`src/include/nfc_cfg.svh`:
```
`ifndef NFC_CFG_SVH
`define NFC_CFG_SVH

// bus widths
`define NFC_AW 21
`define NFC_DW 16

// timing in ns and derived cycle counts
`define NFC_CLK_NS 25
`define NFC_T_ACC_NS 70
`define NFC_T_WP_NS 50
`define NFC_T_WH_NS 25
`define NFC_CEIL_CYC(t) (((t) + `NFC_CLK_NS - 1) / `NFC_CLK_NS)
`define NFC_ACC_CYC `NFC_CEIL_CYC(`NFC_T_ACC_NS)
`define NFC_WP_CYC `NFC_CEIL_CYC(`NFC_T_WP_NS)
`define NFC_WH_CYC `NFC_CEIL_CYC(`NFC_T_WH_NS)

// command codes
`define NFC_C_READ 8'hFF
`define NFC_C_ERASE 8'h20
`define NFC_C_CONFIRM 8'hD0
`define NFC_C_PROG 8'h40
`define NFC_C_DUAL 8'hE0
`define NFC_C_SUSP 8'hB0
`define NFC_C_RESUME 8'hD0
`define NFC_C_IDENT 8'h90
`define NFC_C_QUERY 8'h98
`define NFC_C_LOCK 8'h60
`define NFC_C_SOFT 8'h01
`define NFC_C_HARD 8'h2F
`define NFC_C_UNLOCK 8'hD0
`define NFC_C_RSTAT 8'h70
`define NFC_C_CLR 8'h50
`define NFC_C_OTP 8'hC0
`define NFC_CMD_HI 8'h00

// otp area
`define NFC_OTP_LOCK_ADDR 21'h000080
`define NFC_OTP_LOCK_DATA 16'hFFFD
`define NFC_OTP_FIRST 8'h81
`define NFC_OTP_USER 8'h85
`define NFC_OTP_LAST 8'h88
`define NFC_LOCK_BIT 1

// device status bits
`define NFC_SR_READY 7
`define NFC_SR_PFAIL 4
`define NFC_SR_VPP 3
`define NFC_SR_LOCK 1

// sector map
`define NFC_BOOT_END 21'h008000
`define NFC_SMALL_MASK 21'h1FF000
`define NFC_BIG_MASK 21'h1F8000

// software register offsets
`define NFC_REG_CMD 8'h00
`define NFC_REG_ADDR 8'h04
`define NFC_REG_WD0 8'h08
`define NFC_REG_WD1 8'h0C
`define NFC_REG_RDATA 8'h10
`define NFC_REG_STATUS 8'h14
`define NFC_REG_CFG 8'h18
`define NFC_REG_IRQ_ST 8'h1C
`define NFC_REG_IRQ_MASK 8'h20

// interrupt bits
`define NFC_IRQ_W 3
`define NFC_IRQ_DONE 0
`define NFC_IRQ_ERR 1
`define NFC_IRQ_REF 2

// reset values
`define NFC_PINS_IDLE {1'b1, 1'b1, 1'b1, 21'h000000, 16'h0000, 1'b0}

`endif

```
`src/include/nfc_pkg.sv`:
```
`include "nfc_cfg.svh"

package nfc_pkg;

	typedef enum logic [4:0] {
		OP_READ_ARRAY,
		OP_READ_WORD,
		OP_READ_STATUS,
		OP_CLEAR_STATUS,
		OP_WORD_PROG,
		OP_DUAL_PROG,
		OP_ERASE,
		OP_SUSPEND,
		OP_RESUME,
		OP_IDENT,
		OP_QUERY,
		OP_SOFTLOCK,
		OP_HARDLOCK,
		OP_UNLOCK,
		OP_OTP_PROG,
		OP_OTP_LOCK,
		OP_OTP_QUERY
	} nfc_op_t;

	typedef enum logic [2:0] {
		ST_IDLE,
		ST_WE,
		ST_WREC,
		ST_OE,
		ST_REC
	} nfc_state_t;

	typedef struct packed {
		logic               ce_n;
		logic               oe_n;
		logic               we_n;
		logic [`NFC_AW-1:0] addr;
		logic [`NFC_DW-1:0] dq_out;
		logic               dq_oe;
	} nfc_pins_t;

	typedef struct packed {
		logic               rd;
		logic [`NFC_AW-1:0] addr;
		logic [`NFC_DW-1:0] data;
		logic               last;
		logic               poll;
	} nfc_cyc_t;

endpackage

```
`src/nfc_ctrl.sv`:
```
// Added by the designer: the strobed register port and the placing of the registers.
`timescale 1ns/10ps
`default_nettype none
`include "nfc_cfg.svh"

module nfc_ctrl #(
	parameter int ACC_CYC = `NFC_ACC_CYC,
	parameter int WP_CYC  = `NFC_WP_CYC,
	parameter int WH_CYC  = `NFC_WH_CYC
) (
	// clock and reset
	input  wire logic              sys_clk,
	input  wire logic              rst_b,
	// software register port
	input  wire logic [7:0]        sw_addr,
	input  wire logic [31:0]       sw_wdata,
	input  wire logic              sw_wr,
	input  wire logic              sw_rd,
	output logic [31:0]            sw_rdata,
	output logic                   irq,
	// flash pins
	output nfc_pkg::nfc_pins_t     flash_o,
	input  wire logic [`NFC_DW-1:0] flash_dq_in
);

	function automatic logic [`NFC_DW-1:0] cmd_f(logic [7:0] code);
		cmd_f = {`NFC_CMD_HI, code};
	endfunction

	function automatic logic [`NFC_AW-1:0] sector_f(logic [`NFC_AW-1:0] a);
		if (a < `NFC_BOOT_END) begin
			sector_f = a & `NFC_SMALL_MASK;
		end else begin
			sector_f = a & `NFC_BIG_MASK;
		end
	endfunction

	function automatic nfc_pkg::nfc_cyc_t step_f(
		nfc_pkg::nfc_op_t   op,
		logic [1:0]         step,
		logic [`NFC_AW-1:0] a,
		logic [`NFC_DW-1:0] d0,
		logic [`NFC_DW-1:0] d1
	);
		nfc_pkg::nfc_cyc_t c;
		logic              first;
		c = '0;
		first = (step == 2'h0);
		c.addr = '0;
		case (op)
			nfc_pkg::OP_READ_ARRAY: begin
				c.data = cmd_f(`NFC_C_READ);
				c.last = 1'b1;
			end
			nfc_pkg::OP_READ_WORD: begin
				c.rd = 1'b1;
				c.addr = a;
				c.last = 1'b1;
			end
			nfc_pkg::OP_READ_STATUS: begin
				c.rd = !first;
				c.data = cmd_f(`NFC_C_RSTAT);
				c.last = !first;
			end
			nfc_pkg::OP_CLEAR_STATUS: begin
				c.data = cmd_f(`NFC_C_CLR);
				c.last = 1'b1;
			end
			nfc_pkg::OP_WORD_PROG: begin
				c.data = first ? cmd_f(`NFC_C_PROG) : d0;
				c.addr = first ? '0 : a;
				c.poll = !first;
			end
			nfc_pkg::OP_DUAL_PROG: begin
				c.data = first ? cmd_f(`NFC_C_DUAL) :
					(step == 2'h1) ? d0 : d1;
				c.addr = first ? '0 : {a[`NFC_AW-1:1], step[1]};
				c.poll = (step == 2'h2);
			end
			nfc_pkg::OP_ERASE: begin
				c.data = cmd_f(first ? `NFC_C_ERASE : `NFC_C_CONFIRM);
				c.addr = first ? '0 : sector_f(a);
				c.poll = !first;
			end
			nfc_pkg::OP_SUSPEND: begin
				c.data = cmd_f(`NFC_C_SUSP);
				c.last = 1'b1;
			end
			nfc_pkg::OP_RESUME: begin
				c.data = cmd_f(`NFC_C_RESUME);
				c.last = 1'b1;
			end
			nfc_pkg::OP_IDENT: begin
				c.data = cmd_f(`NFC_C_IDENT);
				c.last = 1'b1;
			end
			nfc_pkg::OP_QUERY: begin
				c.data = cmd_f(`NFC_C_QUERY);
				c.last = 1'b1;
			end
			nfc_pkg::OP_SOFTLOCK, nfc_pkg::OP_HARDLOCK,
			nfc_pkg::OP_UNLOCK: begin
				c.addr = first ? '0 : sector_f(a);
				c.last = !first;
				if (first) begin
					c.data = cmd_f(`NFC_C_LOCK);
				end else if (op == nfc_pkg::OP_SOFTLOCK) begin
					c.data = cmd_f(`NFC_C_SOFT);
				end else if (op == nfc_pkg::OP_HARDLOCK) begin
					c.data = cmd_f(`NFC_C_HARD);
				end else begin
					c.data = cmd_f(`NFC_C_UNLOCK);
				end
			end
			nfc_pkg::OP_OTP_PROG: begin
				c.data = first ? cmd_f(`NFC_C_OTP) : d0;
				c.addr = first ? '0 : a;
				c.poll = !first;
			end
			nfc_pkg::OP_OTP_LOCK: begin
				c.data = first ? cmd_f(`NFC_C_OTP) : `NFC_OTP_LOCK_DATA;
				c.addr = first ? '0 : `NFC_OTP_LOCK_ADDR;
				c.poll = !first;
			end
			nfc_pkg::OP_OTP_QUERY: begin
				c.rd = !first;
				c.data = cmd_f(`NFC_C_IDENT);
				c.addr = first ? '0 : `NFC_OTP_LOCK_ADDR;
				c.last = !first;
			end
			default: begin
				c.last = 1'b1;
			end
		endcase
		step_f = c;
	endfunction

	nfc_pkg::nfc_state_t     state_q, state_d;
	nfc_pkg::nfc_op_t        op_q, op_d, op_in;
	nfc_pkg::nfc_pins_t      pins_q, pins_d;
	nfc_pkg::nfc_cyc_t       cc, lc;
	logic [3:0]              cnt_q, cnt_d;
	logic [1:0]              step_q, step_d;
	logic                    polling_q, polling_d;
	logic                    exiting_q, exiting_d;
	logic [`NFC_AW-1:0]      addr_q, addr_d;
	logic [`NFC_DW-1:0]      wd0_q, wd0_d;
	logic [`NFC_DW-1:0]      wd1_q, wd1_d;
	logic [`NFC_DW-1:0]      rd_q, rd_d;
	logic [7:0]              dev_st_q, dev_st_d;
	logic                    err_lock_q, err_lock_d;
	logic                    err_vpp_q, err_vpp_d;
	logic                    err_prog_q, err_prog_d;
	logic                    otp_locked_q, otp_locked_d;
	logic                    dual_en_q, dual_en_d;
	logic [`NFC_IRQ_W-1:0]   irq_st_q, irq_st_d;
	logic [`NFC_IRQ_W-1:0]   mask_q, mask_d;
	logic [`NFC_IRQ_W-1:0]   ev;
	logic [31:0]             sw_rdata_q, sw_rdata_d;
	logic                    irq_q, irq_d;
	logic                    busy, launch, complete, refuse, prog_op;
	logic                    s1, s3, s4;

	assign busy = (state_q != nfc_pkg::ST_IDLE);
	assign s1 = rd_q[`NFC_SR_LOCK];
	assign s3 = rd_q[`NFC_SR_VPP];
	assign s4 = rd_q[`NFC_SR_PFAIL];

	always_comb begin
		state_d = state_q;
		op_d = op_q;
		pins_d = pins_q;
		cnt_d = cnt_q;
		step_d = step_q;
		polling_d = polling_q;
		exiting_d = exiting_q;
		addr_d = addr_q;
		wd0_d = wd0_q;
		wd1_d = wd1_q;
		rd_d = rd_q;
		dev_st_d = dev_st_q;
		err_lock_d = err_lock_q;
		err_vpp_d = err_vpp_q;
		err_prog_d = err_prog_q;
		otp_locked_d = otp_locked_q;
		dual_en_d = dual_en_q;
		mask_d = mask_q;
		ev = '0;
		launch = 1'b0;
		complete = 1'b0;
		lc = '0;
		op_in = nfc_pkg::nfc_op_t'(sw_wdata[4:0]);
		cc = step_f(op_q, step_q, addr_q, wd0_q, wd1_q);
		prog_op = (op_in == nfc_pkg::OP_WORD_PROG) ||
			(op_in == nfc_pkg::OP_DUAL_PROG) ||
			(op_in == nfc_pkg::OP_ERASE) ||
			(op_in == nfc_pkg::OP_OTP_PROG) ||
			(op_in == nfc_pkg::OP_OTP_LOCK);
		refuse = prog_op && (err_vpp_q || err_lock_q || err_prog_q);
		if (op_in == nfc_pkg::OP_OTP_PROG) begin
			refuse = refuse || (addr_q[`NFC_AW-1:8] != '0) ||
				(addr_q[7:0] < `NFC_OTP_FIRST) ||
				(addr_q[7:0] > `NFC_OTP_LAST) ||
				(otp_locked_q && (addr_q[7:0] >= `NFC_OTP_USER));
		end
		if (op_in == nfc_pkg::OP_DUAL_PROG) begin
			refuse = refuse || !dual_en_q;
		end
		if (op_in > nfc_pkg::OP_OTP_QUERY) begin
			refuse = 1'b1;
		end
		if (sw_wr) begin
			case (sw_addr)
				`NFC_REG_CMD: begin
					if (busy || refuse) begin
						ev[`NFC_IRQ_REF] = 1'b1;
					end else begin
						op_d = op_in;
						step_d = 2'h0;
						polling_d = 1'b0;
						exiting_d = 1'b0;
						launch = 1'b1;
						lc = step_f(op_in, 2'h0, addr_q, wd0_q, wd1_q);
					end
				end
				`NFC_REG_ADDR: addr_d = sw_wdata[`NFC_AW-1:0];
				`NFC_REG_WD0: wd0_d = sw_wdata[`NFC_DW-1:0];
				`NFC_REG_WD1: wd1_d = sw_wdata[`NFC_DW-1:0];
				`NFC_REG_CFG: dual_en_d = sw_wdata[0];
				`NFC_REG_IRQ_MASK: mask_d = sw_wdata[`NFC_IRQ_W-1:0];
				default: begin
				end
			endcase
		end
		case (state_q)
			nfc_pkg::ST_WE: begin
				if (cnt_q == 4'h0) begin
					pins_d.we_n = 1'b1;
					pins_d.ce_n = 1'b1;
					cnt_d = 4'(WH_CYC - 1);
					state_d = nfc_pkg::ST_WREC;
				end else begin
					cnt_d = cnt_q - 4'h1;
				end
			end
			nfc_pkg::ST_WREC: begin
				if (cnt_q == 4'h0) begin
					pins_d.dq_oe = 1'b0;
					complete = 1'b1;
				end else begin
					cnt_d = cnt_q - 4'h1;
				end
			end
			nfc_pkg::ST_OE: begin
				if (cnt_q == 4'h0) begin
					rd_d = flash_dq_in;
					pins_d.ce_n = 1'b1;
					pins_d.oe_n = 1'b1;
					state_d = nfc_pkg::ST_REC;
				end else begin
					cnt_d = cnt_q - 4'h1;
				end
			end
			nfc_pkg::ST_REC: begin
				complete = 1'b1;
			end
			default: begin
			end
		endcase
		if (complete) begin
			state_d = nfc_pkg::ST_IDLE;
			if (exiting_q) begin
				ev[`NFC_IRQ_DONE] = 1'b1;
			end else if (polling_q) begin
				if (rd_q[`NFC_SR_READY]) begin
					dev_st_d = rd_q[7:0];
					err_vpp_d = err_vpp_q || (!s1 && s3 && s4);
					err_prog_d = err_prog_q || (!s1 && !s3 && s4);
					err_lock_d = err_lock_q || (s1 && !s3 && s4);
					ev[`NFC_IRQ_ERR] = s1 || s3 || s4;
					exiting_d = 1'b1;
					launch = 1'b1;
					lc.data = cmd_f(`NFC_C_READ);
				end else begin
					launch = 1'b1;
					lc.rd = 1'b1;
				end
			end else if (cc.last) begin
				ev[`NFC_IRQ_DONE] = 1'b1;
				if (op_q == nfc_pkg::OP_READ_STATUS) begin
					dev_st_d = rd_q[7:0];
				end
				if (op_q == nfc_pkg::OP_OTP_QUERY) begin
					otp_locked_d = !rd_q[`NFC_LOCK_BIT];
				end
				if (op_q == nfc_pkg::OP_CLEAR_STATUS) begin
					err_vpp_d = 1'b0;
					err_prog_d = 1'b0;
					err_lock_d = 1'b0;
				end
			end else if (cc.poll) begin
				polling_d = 1'b1;
				launch = 1'b1;
				lc.rd = 1'b1;
			end else begin
				step_d = step_q + 2'h1;
				launch = 1'b1;
				lc = step_f(op_q, step_q + 2'h1, addr_q, wd0_q, wd1_q);
			end
		end
		if (launch) begin
			pins_d.ce_n = 1'b0;
			pins_d.addr = lc.addr;
			pins_d.dq_out = lc.data;
			pins_d.dq_oe = !lc.rd;
			pins_d.oe_n = !lc.rd;
			pins_d.we_n = lc.rd;
			cnt_d = lc.rd ? 4'(ACC_CYC - 1) : 4'(WP_CYC - 1);
			state_d = lc.rd ? nfc_pkg::ST_OE : nfc_pkg::ST_WE;
		end
		irq_st_d = irq_st_q;
		if (sw_wr && (sw_addr == `NFC_REG_IRQ_ST)) begin
			irq_st_d = irq_st_q & ~sw_wdata[`NFC_IRQ_W-1:0];
		end
		irq_st_d = irq_st_d | ev;
		irq_d = |(irq_st_d & mask_d);
		sw_rdata_d = '0;
		if (sw_rd) begin
			case (sw_addr)
				`NFC_REG_CMD: sw_rdata_d = {27'h0000000, op_q};
				`NFC_REG_ADDR: sw_rdata_d = {11'h000, addr_q};
				`NFC_REG_WD0: sw_rdata_d = {16'h0000, wd0_q};
				`NFC_REG_WD1: sw_rdata_d = {16'h0000, wd1_q};
				`NFC_REG_RDATA: sw_rdata_d = {16'h0000, rd_q};
				`NFC_REG_STATUS: sw_rdata_d = {19'h00000, otp_locked_q,
					err_prog_q, err_vpp_q, err_lock_q, busy, dev_st_q};
				`NFC_REG_CFG: sw_rdata_d = {31'h00000000, dual_en_q};
				`NFC_REG_IRQ_ST: sw_rdata_d = {29'h00000000, irq_st_q};
				`NFC_REG_IRQ_MASK: sw_rdata_d = {29'h00000000, mask_q};
				default: sw_rdata_d = '0;
			endcase
		end
	end

	always_ff @(posedge sys_clk or negedge rst_b) begin
		if (!rst_b) begin
			state_q <= nfc_pkg::ST_IDLE;
			op_q <= nfc_pkg::OP_READ_ARRAY;
			pins_q <= `NFC_PINS_IDLE;
			cnt_q <= '0;
			step_q <= '0;
			polling_q <= 1'b0;
			exiting_q <= 1'b0;
			addr_q <= '0;
			wd0_q <= '0;
			wd1_q <= '0;
			rd_q <= '0;
			dev_st_q <= '0;
			err_lock_q <= 1'b0;
			err_vpp_q <= 1'b0;
			err_prog_q <= 1'b0;
			otp_locked_q <= 1'b0;
			dual_en_q <= 1'b0;
			irq_st_q <= '0;
			mask_q <= '0;
			sw_rdata_q <= '0;
			irq_q <= 1'b0;
		end else begin
			state_q <= state_d;
			op_q <= op_d;
			pins_q <= pins_d;
			cnt_q <= cnt_d;
			step_q <= step_d;
			polling_q <= polling_d;
			exiting_q <= exiting_d;
			addr_q <= addr_d;
			wd0_q <= wd0_d;
			wd1_q <= wd1_d;
			rd_q <= rd_d;
			dev_st_q <= dev_st_d;
			err_lock_q <= err_lock_d;
			err_vpp_q <= err_vpp_d;
			err_prog_q <= err_prog_d;
			otp_locked_q <= otp_locked_d;
			dual_en_q <= dual_en_d;
			irq_st_q <= irq_st_d;
			mask_q <= mask_d;
			sw_rdata_q <= sw_rdata_d;
			irq_q <= irq_d;
		end
	end

	assign flash_o = pins_q;
	assign sw_rdata = sw_rdata_q;
	assign irq = irq_q;

endmodule

`default_nettype wire

```
`config.mk`:
```
export PLATFORM = sky130hd
export DESIGN_NAME = nfc_ctrl
export DESIGN_NICKNAME = d
export VERILOG_FILES = /design/src/include/nfc_pkg.sv /design/src/nfc_ctrl.sv
export VERILOG_INCLUDE_DIRS = /design/src /design/src/include
export SDC_FILE = /design/constraint.sdc
export NUM_CORES = 1
export LEC_CHECK = 0
export BUFFER_PORTS_ARGS = -buffer_cell sky130_fd_sc_hd__buf_2
export CORE_MARGIN = 2
export CORE_UTILIZATION = 50
export DETAILED_ROUTE_END_ITERATION = 12
export HOLD_SLACK_MARGIN = 0.1
export PLACE_DENSITY = 0.82
export SLEW_MARGIN = 10
export SYNTH_ARGS = -nofsm -noshare
export SYNTH_HDL_FRONTEND = slang
export SYNTH_SLANG_ARGS = --single-unit
export TNS_END_PERCENT = 30
```
`constraint.sdc`:
```
create_clock -name sys_clk -period 3.3 [get_ports sys_clk]
set_input_delay 0.99 -clock sys_clk [delete_from_list [all_inputs] [get_ports sys_clk]]
set_output_delay 0.99 -clock sys_clk [all_outputs]
set_load 0.05 [all_outputs]
```
# [Word level (Yosys, flattened, before mapping)]
# Cells that the tools add are included.
[totals] in_bits=60 out_inout_bits=74 wordCells=293 regBits=178
[classes] bitwise_logic=7 eq_ne=53 n_mux=120 n_reduce_logical=80 order_cmp=5 add_sub_neg=2
[op_table] op="2-to-1 mux 40 bit" n=6
[op_table] op="one-hot mux 16 bit (13 select lines)" n=1
[op_table] op="one-hot mux 21 bit (9 select lines)" n=1
[op_table] op="2-to-1 mux 16 bit" n=9
[op_table] op="2-to-1 mux 21 bit" n=6
[op_table] op="one-hot mux 21 bit (5 select lines)" n=1
[op_table] op="one-hot mux 8 bit (12 select lines)" n=1
[op_table] op="equality test 5 x 4 -> 1 bit, second input constant" n=16
[op_table] op="2-to-1 mux 8 bit" n=7
[op_table] op="2-to-1 mux 1 bit" n=53
[op_table] op="2-to-1 mux 41 bit" n=1
[op_table] op="equality test 5 x 3 -> 1 bit, second input constant" n=8
[op_table] op="2-to-1 mux 39 bit" n=1
[op_table] op="equality test 8 x 5 -> 1 bit, second input constant" n=4
[op_table] op="2-to-1 mux 2 bit" n=13
[op_table] op="less-than comparator 21 x 16 -> 1 bit, second input constant" n=1
[op_table] op="2-to-1 mux 3 bit" n=7
[op_table] op="equality test 5 x 2 -> 1 bit, second input constant" n=4
[op_table] op="AND reduction 2 bit" n=9
[op_table] op="logical OR 1 bit" n=17
[op_table] op="equality test 8 x 4 -> 1 bit, second input constant" n=2
[op_table] op="2-to-1 mux 15 bit" n=1
[op_table] op="AND reduction 5 bit" n=3
[op_table] op="one-hot mux 1 bit (2 select lines)" n=7
[op_table] op="41 further kinds" n=88

# [Depth between registers and ports, before layout]
# Gate-level depths: netlist of run 1.
[logic_depth] word_depth=25 ltp_mapped=12 depth_no_buf=9

# [Worst setup path after synthesis of run 1]
# No wires, ideal clock.
[synth_path] path_type="input port to flip-flop" startpoint="input port sw_wdata[2]" endpoint="register state_q[0]" path_buffers=3 arrival_ns=2.876 required_time_ns=3.168 stages=9 setup_slack_ns=0.293 setup_time_ns=0.132 cell_sequence="clkbuf_1 -> nand2b_1 -> or4_1 -> o211a_1 -> o211ai_1 -> o21a_1 -> buf_2 -> buf_2 -> o21ai_0"
[synth_between] elab_chain_cells=24
[synth_rtl] element="start: declaration" line="nfc_ctrl.sv:16" text="input wire logic [31:0] sw_wdata,"
[synth_rtl] element="equality test 5 x 3 -> 1 bit, on equally long branches" line="nfc_ctrl.sv:194, nfc_ctrl.sv:195, nfc_ctrl.sv:206"
[synth_rtl] element="logical OR 1 bit" line="nfc_ctrl.sv:194" text="prog_op = (op_in == nfc_pkg::OP_WORD_PROG) ||"
[synth_rtl] element="logical OR 1 bit" line="nfc_ctrl.sv:195" text="(op_in == nfc_pkg::OP_DUAL_PROG) ||"
[synth_rtl] element="logical OR 1 bit" line="nfc_ctrl.sv:196" text="(op_in == nfc_pkg::OP_ERASE) ||"
[synth_rtl] element="logical OR 1 bit" line="nfc_ctrl.sv:197" text="(op_in == nfc_pkg::OP_OTP_PROG) ||"
[synth_rtl] element="logical AND 1 bit" line="nfc_ctrl.sv:199" text="refuse = prog_op && (err_vpp_q || err_lock_q || err_prog_q);"
[synth_rtl] element="logical OR 1 bit (4 in a row)" line="nfc_ctrl.sv:201" text="refuse = refuse || (addr_q[`NFC_AW-1:8] != '0) ||"
[synth_rtl] element="2-to-1 mux 1 bit" line="nfc_ctrl.sv:200" text="if (op_in == nfc_pkg::OP_OTP_PROG) begin"
[synth_rtl] element="(+5 left out)"
[synth_rtl] element="2-to-1 mux 1 bit *" line="nfc_ctrl.sv:213" text="case (sw_addr)"
[synth_rtl] element="2-to-1 mux 1 bit *" line="nfc_ctrl.sv:212" text="if (sw_wr) begin"
[synth_rtl] element="2-to-1 mux 1 bit" line="nfc_ctrl.sv:288" text="end else if (cc.last) begin"
[synth_rtl] element="2-to-1 mux 1 bit" line="nfc_ctrl.sv:274" text="end else if (polling_q) begin"
[synth_rtl] element="2-to-1 mux 1 bit" line="nfc_ctrl.sv:272" text="if (exiting_q) begin"
[synth_rtl] element="2-to-1 mux 1 bit *" line="nfc_ctrl.sv:270" text="if (complete) begin"
[synth_rtl] element="!= test 4 bit (no source line) / nonzero test 4 bit (equally long branches)"
[synth_rtl] element="AND reduction 3 bit (no source line)"
[synth_rtl] element="end signal: assignment" line="nfc_ctrl.sv:347" text="state_q <= nfc_pkg::ST_IDLE;"
[synth_rtl] element="end signal: assignment" line="nfc_ctrl.sv:369" text="state_q <= state_d;"
[synth_rtl] element="end: declaration" line="nfc_ctrl.sv:138" text="nfc_pkg::nfc_state_t state_q, state_d;"
# Mark *: on every way between the ends. The rest lies on a longest branch, timed or not.
# A chain may end at the register's enable or synchronous reset.

# [Worst setup path after layout of run 1]
[layout_path] startpoint="register cnt_q[0]" endpoint="register pins_q, in the netlist flash_o[26]"
[layout_between] elab_chain_cells=4
[layout_rtl] element="start: declaration" line="nfc_ctrl.sv:142" text="logic [3:0] cnt_q, cnt_d;"
[layout_rtl] element="start signal: assignment" line="nfc_ctrl.sv:372" text="cnt_q <= cnt_d;"
[layout_rtl] element="zero test 4 bit *" line="nfc_ctrl.sv:247" text="if (cnt_q == 4'h0) begin"
[layout_rtl] element="2-to-1 mux 1 bit *" line="nfc_ctrl.sv:247"
[layout_rtl] element="one-hot mux 1 bit (2 select lines) *" line="nfc_ctrl.sv:235" text="case (state_q)"
[layout_rtl] element="2-to-1 mux 40 bit / 2-to-1 mux 1 bit (equally long branches)" line="nfc_ctrl.sv:270"
[layout_rtl] element="end signal: assignment" line="nfc_ctrl.sv:349" text="pins_q <= `NFC_PINS_IDLE;"
[layout_rtl] element="end signal: assignment" line="nfc_ctrl.sv:371" text="pins_q <= pins_d;"
[layout_rtl] element="end: declaration" line="nfc_ctrl.sv:140" text="nfc_pkg::nfc_pins_t pins_q, pins_d;"
# Marked as above.

==> flow_summary.toml, run 1 <==
[final_layout]
area.growth.synth_to_final_pct = 20.1
final_cell_area_sq_mm = 0.00994
drive_gt1_share_pct = 31.3
nets = 998

[setup_path]
crit_path_cell_trace = "inv_1 -> ha_1 -> nand4bb_1 -> mux2i_1 -> nand2_1 -> a2111o_1 -> buf_4 -> o21ai_1 -> buf_4 -> a22o_1"
critPathMaxFanout = 8
path_common_cell = "buf_4"
timing.critical_path.required_ns = 3.66
cp_slowest_stage_delay_ns = 0.50
critical-path-slowest-cell = "a2111o_1"
timing.critical_path.to_type = "flip-flop"
worst-endpoint-arrival_ns = 3.47
critical-path-top-delay-family = "compound AO/OA/AOI/OAI gates"
setup.worst_path.class = "flip-flop to flip-flop"
worst-path-stages = 10
worstSetupStartpointType = "flip-flop"
cp.buffers_inverters = 3
worst_reg2reg_path_depth = 10

[drt]
ant_nets = 0
number_of_iterations_in_the_first_detailed_routing_pass = 6
wl_um = 24000
detail_route.iter0.violations = 969
wl_per_cell_um = 20.6
post-route-drc-count = 0
route.detailed.vias_per_inst = 6.12
dr_total_vias = 7146

[yosys]
synth_area_leader_cell = "dfrtp_1"
number_of_enable_flip_flop_cells_after_synthesis = 0
dominantRegCellSynth = "dfrtp_1"
postSynthRegisterBits = 167
synthAdderAreaFrac_pct = 0.756
area_fraction_in_compound_gates_after_synthesis_pct = 17.6
xor_xnor_share_of_the_synthesized_area_pct = 0.317
netlist_top_cells_area = "dfrtp_1 50%, mux2_2 12%, nand2_1 4.0%"
asyncSetResetFlopFracSynth_pct = 100
dominant_combinational_cell_family_by_area_after_synthesis = "compound AO/OA/AOI/OAI gates"
synth_area_per_cell_sq_um = 10.4
synthMuxAreaShare_pct = 12.7
netlist.area_leader.share_pct = 49.6
synth_simple_gate_area_share_pct = 13.9
mappedNetlistArea_sq_mm = 0.00828
synth_warnings = 0
synth-seq-area-share_pct = 50.5
synth_cells = 795
synth_cell_types = 68

[cts]
clock-root-buffer = "clkbuf_16"
cts_num_sinks = 167
cts_tree = "done"
htreeDepth = 4
clk_pin_slew_ns = 0.06
clock_insertion_delay_at_the_later_pin_of_the_skew_report_ns = 0.43
numCtsBuffers = 17
cts.path.max_buffers = 2
cts_hold_repair.buffers = 0
post-cts-setup-buffers = 0
post_cts.resized_instances = 0

[power_and_ir_drop]
power_report.internal_total_mw = 3.41
power.density_cell_area_mw_per_mm2 = 480
clockPowerShare_pct = 39.8
netSwitchingFraction_pct = 28.5
vdd.ir_drop.worst_mv = 0.363
totalPowerFinal_mw = 4.77
power_frac_comb_pct = 12.3
total_switching_power_mw = 1.36
p_leak_nw = 4.64
p_seq_share_pct = 47.8

[sta]
relSlewSlack_pct = 50.0
finalMaxSlewViolations = 0
rsz0062_at_grt = "false"
setup-tns-final_ns = 0
timing_hold_violations_final = 0
final.period_utilization_pct = 94.0
fmax_mhz = 322
fin_crit_ns = 3.10
final_setup_violation_count = 0
hold_worst_slack_ns = 0.471
worstMarginPinSlew_ns = 0.742
finalWorstSetupSlack_ns = 0.196
finalClockSkew_ns = 0.0103

[grt]
global_route.usage.total_pct = 28.0
remaining_overflow_grt = 0
grt_antenna_before_repair = 1
first_global_vias = 6870
grt_max_degree = 65
first_pass_grt_wire_length_um = 38000

[placement]
place_worst_setup_slack_ns = -0.0471
place_congestion = 0.977
port-buffer-count = 111
placed_area_sq_mm = 0.00937
dpl.hpwl_um = 17400

[hold_path]
hold_depth = 2
worstHoldPathType = "flip-flop to flip-flop"

[floorplan]
floorplan.die.height_um = 133
die_width_um = 133
initial_utilization_pct = 50.4
area_of_the_die_sq_mm = 0.0176
boundaryPins = 134
std_cell_rows = 47
fp.coreArea_sq_mm = 0.0164

[job]
maxCapViolations = 0

[outcome]
result_of_the_run = "finished clean"
[layout make-up]
class                      instances  area (sq um)
multi-input combinational        560          3790
timing repair buffer             169          1060
sequential                       167          4180
inverter                          18          67.6
clock buffer                      19           453
tap                              220           275
fill                            1320          6470
clock inverter                    13           110
antenna                            1          2.50
[power by group through the flow]
stage | Sequential, mW | Combinational (mW) | Clock, mW
floorplan | 2.31 | 0.375 | 0
global placement | 2.31 | 0.569 | 0
detailed placement | 2.31 | 0.583 | 0
CTS | 2.27 | 0.587 | 1.92
global route | 2.29 | 0.654 | 2.00
finish | 2.28 | 0.588 | 1.90
[per-layer routing]
metal | vias to the layer above | share of wire [%] | global-route usage, % | routed length, um
li1 | 3194 | - | - | -
met1 | 3517 | 42 | 38.1 | 10000
met2 | 379 | 47 | 43.5 | 11300
met3 | 56 | 8.5 | 6.90 | 2050
met4 | 0 | 2.9 | 10.9 | 685
met5 | - | 0 | 0 | 0
[through the flow]
stage	cells	utilization, %
finish	1167	60.6
global route	1166	60.6
CTS	1166	60.6
detailed placement	1134	57.1
global placement	1134	57.1
floorplan	805	-
[final timing paths]
kind	startpoint	endpoint	slack, ns
worst max-delay path	cnt_q[0]	flash_o[26]	0.20
worst max register to register	cnt_q[0]	flash_o[26]	0.20
worst min register to register	flash_o[39]	flash_o[39]	0.47
max in group asynchronous	rst_b	flash_o[39]	1.99
min in group asynchronous	rst_b	flash_o[12]	0.52
worst min-delay path	flash_o[39]	flash_o[39]	0.47
[cell usage in the layout (no fill, tap or decap), types with 7 or more instances in the layout]
| cell type | instances |
|---|---|
| o21ai_0 | 40 |
| nand2b_1 | 8 |
| a222oi_1 | 12 |
| buf_4 | 53 |
| dfrtp_1 | 164 |
| a221oi_1 | 15 |
| a21oi_1 | 34 |
| a22o_1 | 27 |
| inv_1 | 18 |
| nor2_1 | 58 |
| a31oi_1 | 12 |
| nand2_1 | 89 |
| clkbuf_16 | 17 |
| conb_1 | 11 |
| o211ai_1 | 7 |
| nand3_1 | 11 |
| mux2_2 | 85 |
| mux2i_1 | 9 |
| nor3_1 | 12 |
| a22oi_1 | 10 |
| nor2b_1 | 8 |
| or3_1 | 8 |
| nand4_1 | 7 |
| o21ai_1 | 8 |
| buf_2 | 110 |
| and2_1 | 7 |
[cell families after synthesis]
logic type	count (synthesis)
AND/OR/NAND/NOR	240
AO/OA/AOI/OAI	207
flip-flops	167
multiplexers	94
buffers and inverters	78
adder cells (fa/ha/maj)	5
XOR/XNOR	3
other	1
[synthesized netlist by cell type (7+ instances only)]
master / count
a21oi_1: 34
a221oi_1: 15
a222oi_1: 12
a22o_1: 27
a22oi_1: 10
a31oi_1: 12
and2_1: 7
buf_2: 8
buf_4: 11
clkbuf_1: 39
dfrtp_1: 164
inv_1: 18
mux2_2: 85
mux2i_1: 9
nand2_1: 89
nand2b_1: 8
nand3_1: 11
nand4_1: 7
nor2_1: 58
nor2b_1: 8
nor3_1: 12
o211ai_1: 7
o21ai_0: 40
o21ai_1: 8
or3_1: 8
[state kept, by name, indices dropped and copies added, names as in the netlist, 4 cells and up]
signal	count
flash_o	41
wd1_q	16
wd0_q	16
dev_st_q	8
addr_q	21
cnt_q	4
rd_q	16
op_q	5
sw_rdata	21
[tightest hold or removal path, cell delays in order (launching register included)]
cell	delay, ns
dfstp_2	0.37
inv_1	0.04
a31oi_1	0.06
No activity file was read; power rests on OpenSTA's default activity.
==> run 2: changes to the inputs <==
==> constraint.sdc (replaced) <==
create_clock -name sys_clk -period 3.3 [get_ports sys_clk]
set_input_delay 0.33 -clock sys_clk [delete_from_list [all_inputs] [get_ports sys_clk]]
set_output_delay 0.33 -clock sys_clk [all_outputs]
set_load 0.05 [all_outputs]
==> flow_summary.toml, run 2 (synthesis gave the netlist of run 1 again) <==
[outcome]
result_of_the_run = "finished clean"

[setup_path]
critPathMaxFanout = 8
critical-path-top-delay-family = "compound AO/OA/AOI/OAI gates"
timing.critical_path.to_type = "flip-flop"
cp.buffers_inverters = 4
setup.worst_path.class = "flip-flop to flip-flop"
worstSetupStartpointType = "flip-flop"
worst-endpoint-arrival_ns = 3.39
cp_slowest_stage_delay_ns = 0.50
crit_path_cell_trace = "inv_1 -> ha_1 -> inv_1 -> a22o_1 -> or4_4 -> a2111o_1 -> buf_4 -> o21ai_1 -> buf_4 -> a22o_1"
critical-path-slowest-cell = "a2111o_1"
timing.critical_path.required_ns = 3.67

[cts]
numCtsBuffers = 17
clock-root-buffer = "clkbuf_16"
clock_insertion_delay_at_the_later_pin_of_the_skew_report_ns = 0.43
clk_pin_slew_ns = 0.07
cts.path.max_buffers = 2
cts_tree = "done"
htreeDepth = 4
cts_num_sinks = 167

[job]
maxCapViolations = 0

[floorplan]
fp.coreArea_sq_mm = 0.0164
boundaryPins = 134
die_width_um = 133
initial_utilization_pct = 50.4
area_of_the_die_sq_mm = 0.0176
std_cell_rows = 47
floorplan.die.height_um = 133

[sta]
rsz0062_at_grt = "false"
finalClockSkew_ns = 0.00822
relSlewSlack_pct = 24.1
finalMaxSlewViolations = 0
final.period_utilization_pct = 91.6
timing_hold_violations_final = 0
hold_worst_slack_ns = 0.121
fmax_mhz = 331
setup-tns-final_ns = 0
worstMarginPinSlew_ns = 1.14
final_setup_violation_count = 0
fin_crit_ns = 3.02

[drt]
post-route-drc-count = 0
route.detailed.vias_per_inst = 6.20
detail_route.iter0.violations = 903
number_of_iterations_in_the_first_detailed_routing_pass = 6
ant_nets = 0
wl_per_cell_um = 20.8
wl_um = 23700
dr_total_vias = 7066

[power_and_ir_drop]
power.density_cell_area_mw_per_mm2 = 484
vdd.ir_drop.worst_mv = 0.359
p_leak_nw = 4.49

[grt]
remaining_overflow_grt = 0
grt_max_degree = 77
first_pass_grt_wire_length_um = 37700
grt_antenna_before_repair = 1
global_route.usage.total_pct = 27.8
first_global_vias = 6824

[placement]
dpl.hpwl_um = 17000
placed_area_sq_mm = 0.00913
place_congestion = 0.959
placed_cell_count = 1108
port-buffer-count = 111

[hold_path]
worstHoldPathType = "input pin to flip-flop"

[final_layout]
area.growth.synth_to_final_pct = 16.8
insertedDiodeCount = 0
most_common_cell_after_layout_fill_and_taps_aside = "dfrtp_1"
final_core_util_pct = 58.9
drive_gt1_share_pct = 29.0
layout.cells.most_common_list = "164 x dfrtp_1, 110 x buf_2, 89 x nand2_1, 85 x mux2_2, 58 x nor2_1"
multi_input_logic_area_sq_mm = 0.00379
nets = 973
final_cell_area_sq_mm = 0.00966
register_area_sq_mm = 0.00418
post_layout_nonfiller_instances = 1140
filler_cell_count = 1393
flip_flop_count_of_the_largest_register_after_layout = 41
==> run 2: what timing repair did <==
action | in CTS | in global routing
hold buffers | 1 | 0
setup endpoints to repair | 0 | 0
gates resized for setup | 0 | 0
endpoints found under the hold margin | 73 | 0
setup buffers | 0 | 0
==> run 2: cell type report <==
cell class	count	share of cell area, %
clock buffers	19	4.48
clock inverters	12	0.971
inverters	18	0.699
multi-input cells	560	39.2
flip-flops and latches	167	43.3
well taps	220	2.85
repair buffers	144	8.53
==> run 2: power by group <==
part | internal (mW) | switching, mW | leakage (nW)
combinational | 0.215 | 0.361 | 2.04
clock | 0.970 | 0.848 | 0.257
sequential | 2.16 | 0.117 | 2.19
==> run 2: per-stage QoR <==
| stage | total power, mW | worst slack (ns) |
|---|---|---|
| floorplan | 2.68 | 0.586 |
| global placement | 2.86 | 0.368 |
| detailed placement | 2.88 | 0.358 |
| CTS | 4.67 | 0.300 |
| global route | 4.85 | 0.154 |
| finish | 4.67 | 0.277 |
==> run 2: final timing paths <==
path / cells past startpoint / startpoint / to / slack, ns
setup / recovery: 10 / step_q[0] / flash_o[28] / 0.28
hold / removal: 2 / flash_dq_in[15] / rd_q[15] / 0.12
setup reg to reg: 10 / step_q[0] / flash_o[28] / 0.28
hold reg to reg: 2 / flash_o[8] / flash_o[8] / 0.47
max in group asynchronous: 3 / rst_b / flash_o[21] / 1.86
min in group asynchronous: 2 / rst_b / flash_o[9] / 0.50
==> run 2: metal layers <==
metal | routed length, um | GRT usage, % | up-vias
met1 | 9900 | 38.0 | 3413
met5 | 13 | 0 | -
met3 | 2120 | 6.25 | 89
met4 | 1040 | 12.5 | 2
met2 | 10700 | 42.5 | 415
li1 | - | - | 3147
==> run 3: changes to the inputs <==
- MAX_ROUTING_LAYER: unset -> met4
==> flow_summary.toml, run 3 (synthesis gave the netlist of run 1 again) <==
[power_and_ir_drop]
power_frac_comb_pct = 12.5
vdd.ir_drop.worst_mv = 0.361
p_leak_nw = 4.48
clockPowerShare_pct = 38.6
netSwitchingFraction_pct = 28.0
power_report.internal_total_mw = 3.35
power.density_cell_area_mw_per_mm2 = 483
total_switching_power_mw = 1.31
p_seq_share_pct = 48.9

[floorplan]
area_of_the_die_sq_mm = 0.0176
initial_utilization_pct = 50.4
floorplan.die.height_um = 133
fp.coreArea_sq_mm = 0.0164
die_width_um = 133
boundaryPins = 134
std_cell_rows = 47

[cts]
cts_tree = "done"
cts_num_sinks = 167
post_cts.resized_instances = 0
cts.path.max_buffers = 2
clock_insertion_delay_at_the_later_pin_of_the_skew_report_ns = 0.43
clk_pin_slew_ns = 0.06
htreeDepth = 4
clock-root-buffer = "clkbuf_16"
numCtsBuffers = 17

[final_layout]
flip_flop_count_of_the_largest_register_after_layout = 41
multi_input_logic_area_sq_mm = 0.00379
layout.cells.most_common_list = "164 x dfrtp_1, 110 x buf_2, 89 x nand2_1, 85 x mux2_2, 58 x nor2_1"
area.growth.synth_to_final_pct = 16.6
filler_cell_count = 1314
most_common_cell_after_layout_fill_and_taps_aside = "dfrtp_1"
drive_gt1_share_pct = 28.8
nets = 971
final_core_util_pct = 58.8
register_area_sq_mm = 0.00418

[outcome]
result_of_the_run = "finished clean"

[setup_path]
setup.worst_path.class = "flip-flop to flip-flop"
critPathMaxFanout = 8
critical-path-top-delay-family = "compound AO/OA/AOI/OAI gates"
timing.critical_path.to_type = "flip-flop"
cp_slowest_stage_delay_ns = 0.51
timing.reg2reg.setup_slack_ns = 0.31
cp.buffers_inverters = 4
critical-path-slowest-cell = "a2111o_1"
timing.critical_path.required_ns = 3.67
worst-endpoint-arrival_ns = 3.36
crit_path_cell_trace = "inv_1 -> ha_1 -> inv_1 -> a22o_1 -> or4_4 -> a2111o_1 -> buf_4 -> o21ai_1 -> buf_4 -> a22o_1"
worstSetupStartpointType = "flip-flop"

[hold_path]
worstHoldPathType = "input pin to flip-flop"

[drt]
dr_total_vias = 7153
wl_um = 24200
route.detailed.vias_per_inst = 6.29
wl_per_cell_um = 21.2
post-route-drc-count = 0
detail_route.iter0.violations = 915
ant_nets = 0
number_of_iterations_in_the_first_detailed_routing_pass = 5

[placement]
place_congestion = 1.01
port-buffer-count = 111
dpl.hpwl_um = 17100

[grt]
remaining_overflow_grt = 0
first_global_vias = 6882
global_route.usage.total_pct = 28.9
grt_max_degree = 75
first_pass_grt_wire_length_um = 38300
grt_antenna_before_repair = 0

[sta]
final.period_utilization_pct = 90.6
finalClockSkew_ns = 0.00772
timing_hold_violations_final = 0
relSlewSlack_pct = 23.8
fmax_mhz = 334
setup-tns-final_ns = 0
rsz0062_at_grt = "false"
hold_worst_slack_ns = 0.125
fin_crit_ns = 2.99
final_setup_violation_count = 0
worstMarginPinSlew_ns = 1.14
finalMaxSlewViolations = 0

[job]
maxCapViolations = 0
-- run 3: per-layer routing --
metal	track usage [%]	routed length, um
met2	43.1	11200
met1	38.5	9950
met3	6.09	2070
met4	12.5	954
met5	-	0
-- run 3: timing repair --
item	CTS	global route
setup endpoints to repair	0	0
hold endpoints to repair	61	0
buffers inserted	0	0
hold buffers	1	0
-- run 3: power groups by stage --
stage | clock (mW) | combinational [mW] | sequential [mW]
detailed placement | 0 | 0.576 | 2.31
floorplan | 0 | 0.375 | 2.31
global route | 1.91 | 0.637 | 2.29
CTS | 1.82 | 0.578 | 2.27
finish | 1.80 | 0.583 | 2.28
global placement | 0 | 0.558 | 2.30
-- run 3: final cells by class --
class	count	area share (%)
Antenna cell	1	0.0259
Timing Repair Buffer	142	8.39
Clock buffer	20	4.63
Inverter	18	0.700
Clock inverter	10	0.778
Multi-Input combinational cell	560	39.3
Tap cell	220	2.85
Sequential cell	167	43.4
-- run 3: per-stage QoR --
stage / total power, mW / cell area, sq um / std cells / setup slack, ns
2_1_floorplan: 2.68 / 8310 / 805 / 0.586
3_3_place_gp: 2.86 / 9110 / 1106 / 0.434
3_5_place_dp: 2.89 / 9110 / 1106 / 0.425
4_1_cts: 4.67 / 9640 / 1137 / 0.391
5_1_grt: 4.84 / 9640 / 1137 / 0.172
6_report: 4.66 / 9650 / 1138 / 0.310
-- run 3: path summary, 6_finish.rpt --
check / from / endpoint / cells past startpoint
worst max-delay path: step_q[0] / flash_o[27] / 10
worst min-delay path: flash_dq_in[15] / rd_q[15] / 2
worst max register to register: step_q[0] / flash_o[27] / 10
worst min register to register: flash_o[5] / flash_o[5] / 2
max in group asynchronous: rst_b / flash_o[38] / 3
min in group asynchronous: rst_b / flash_o[24] / 2
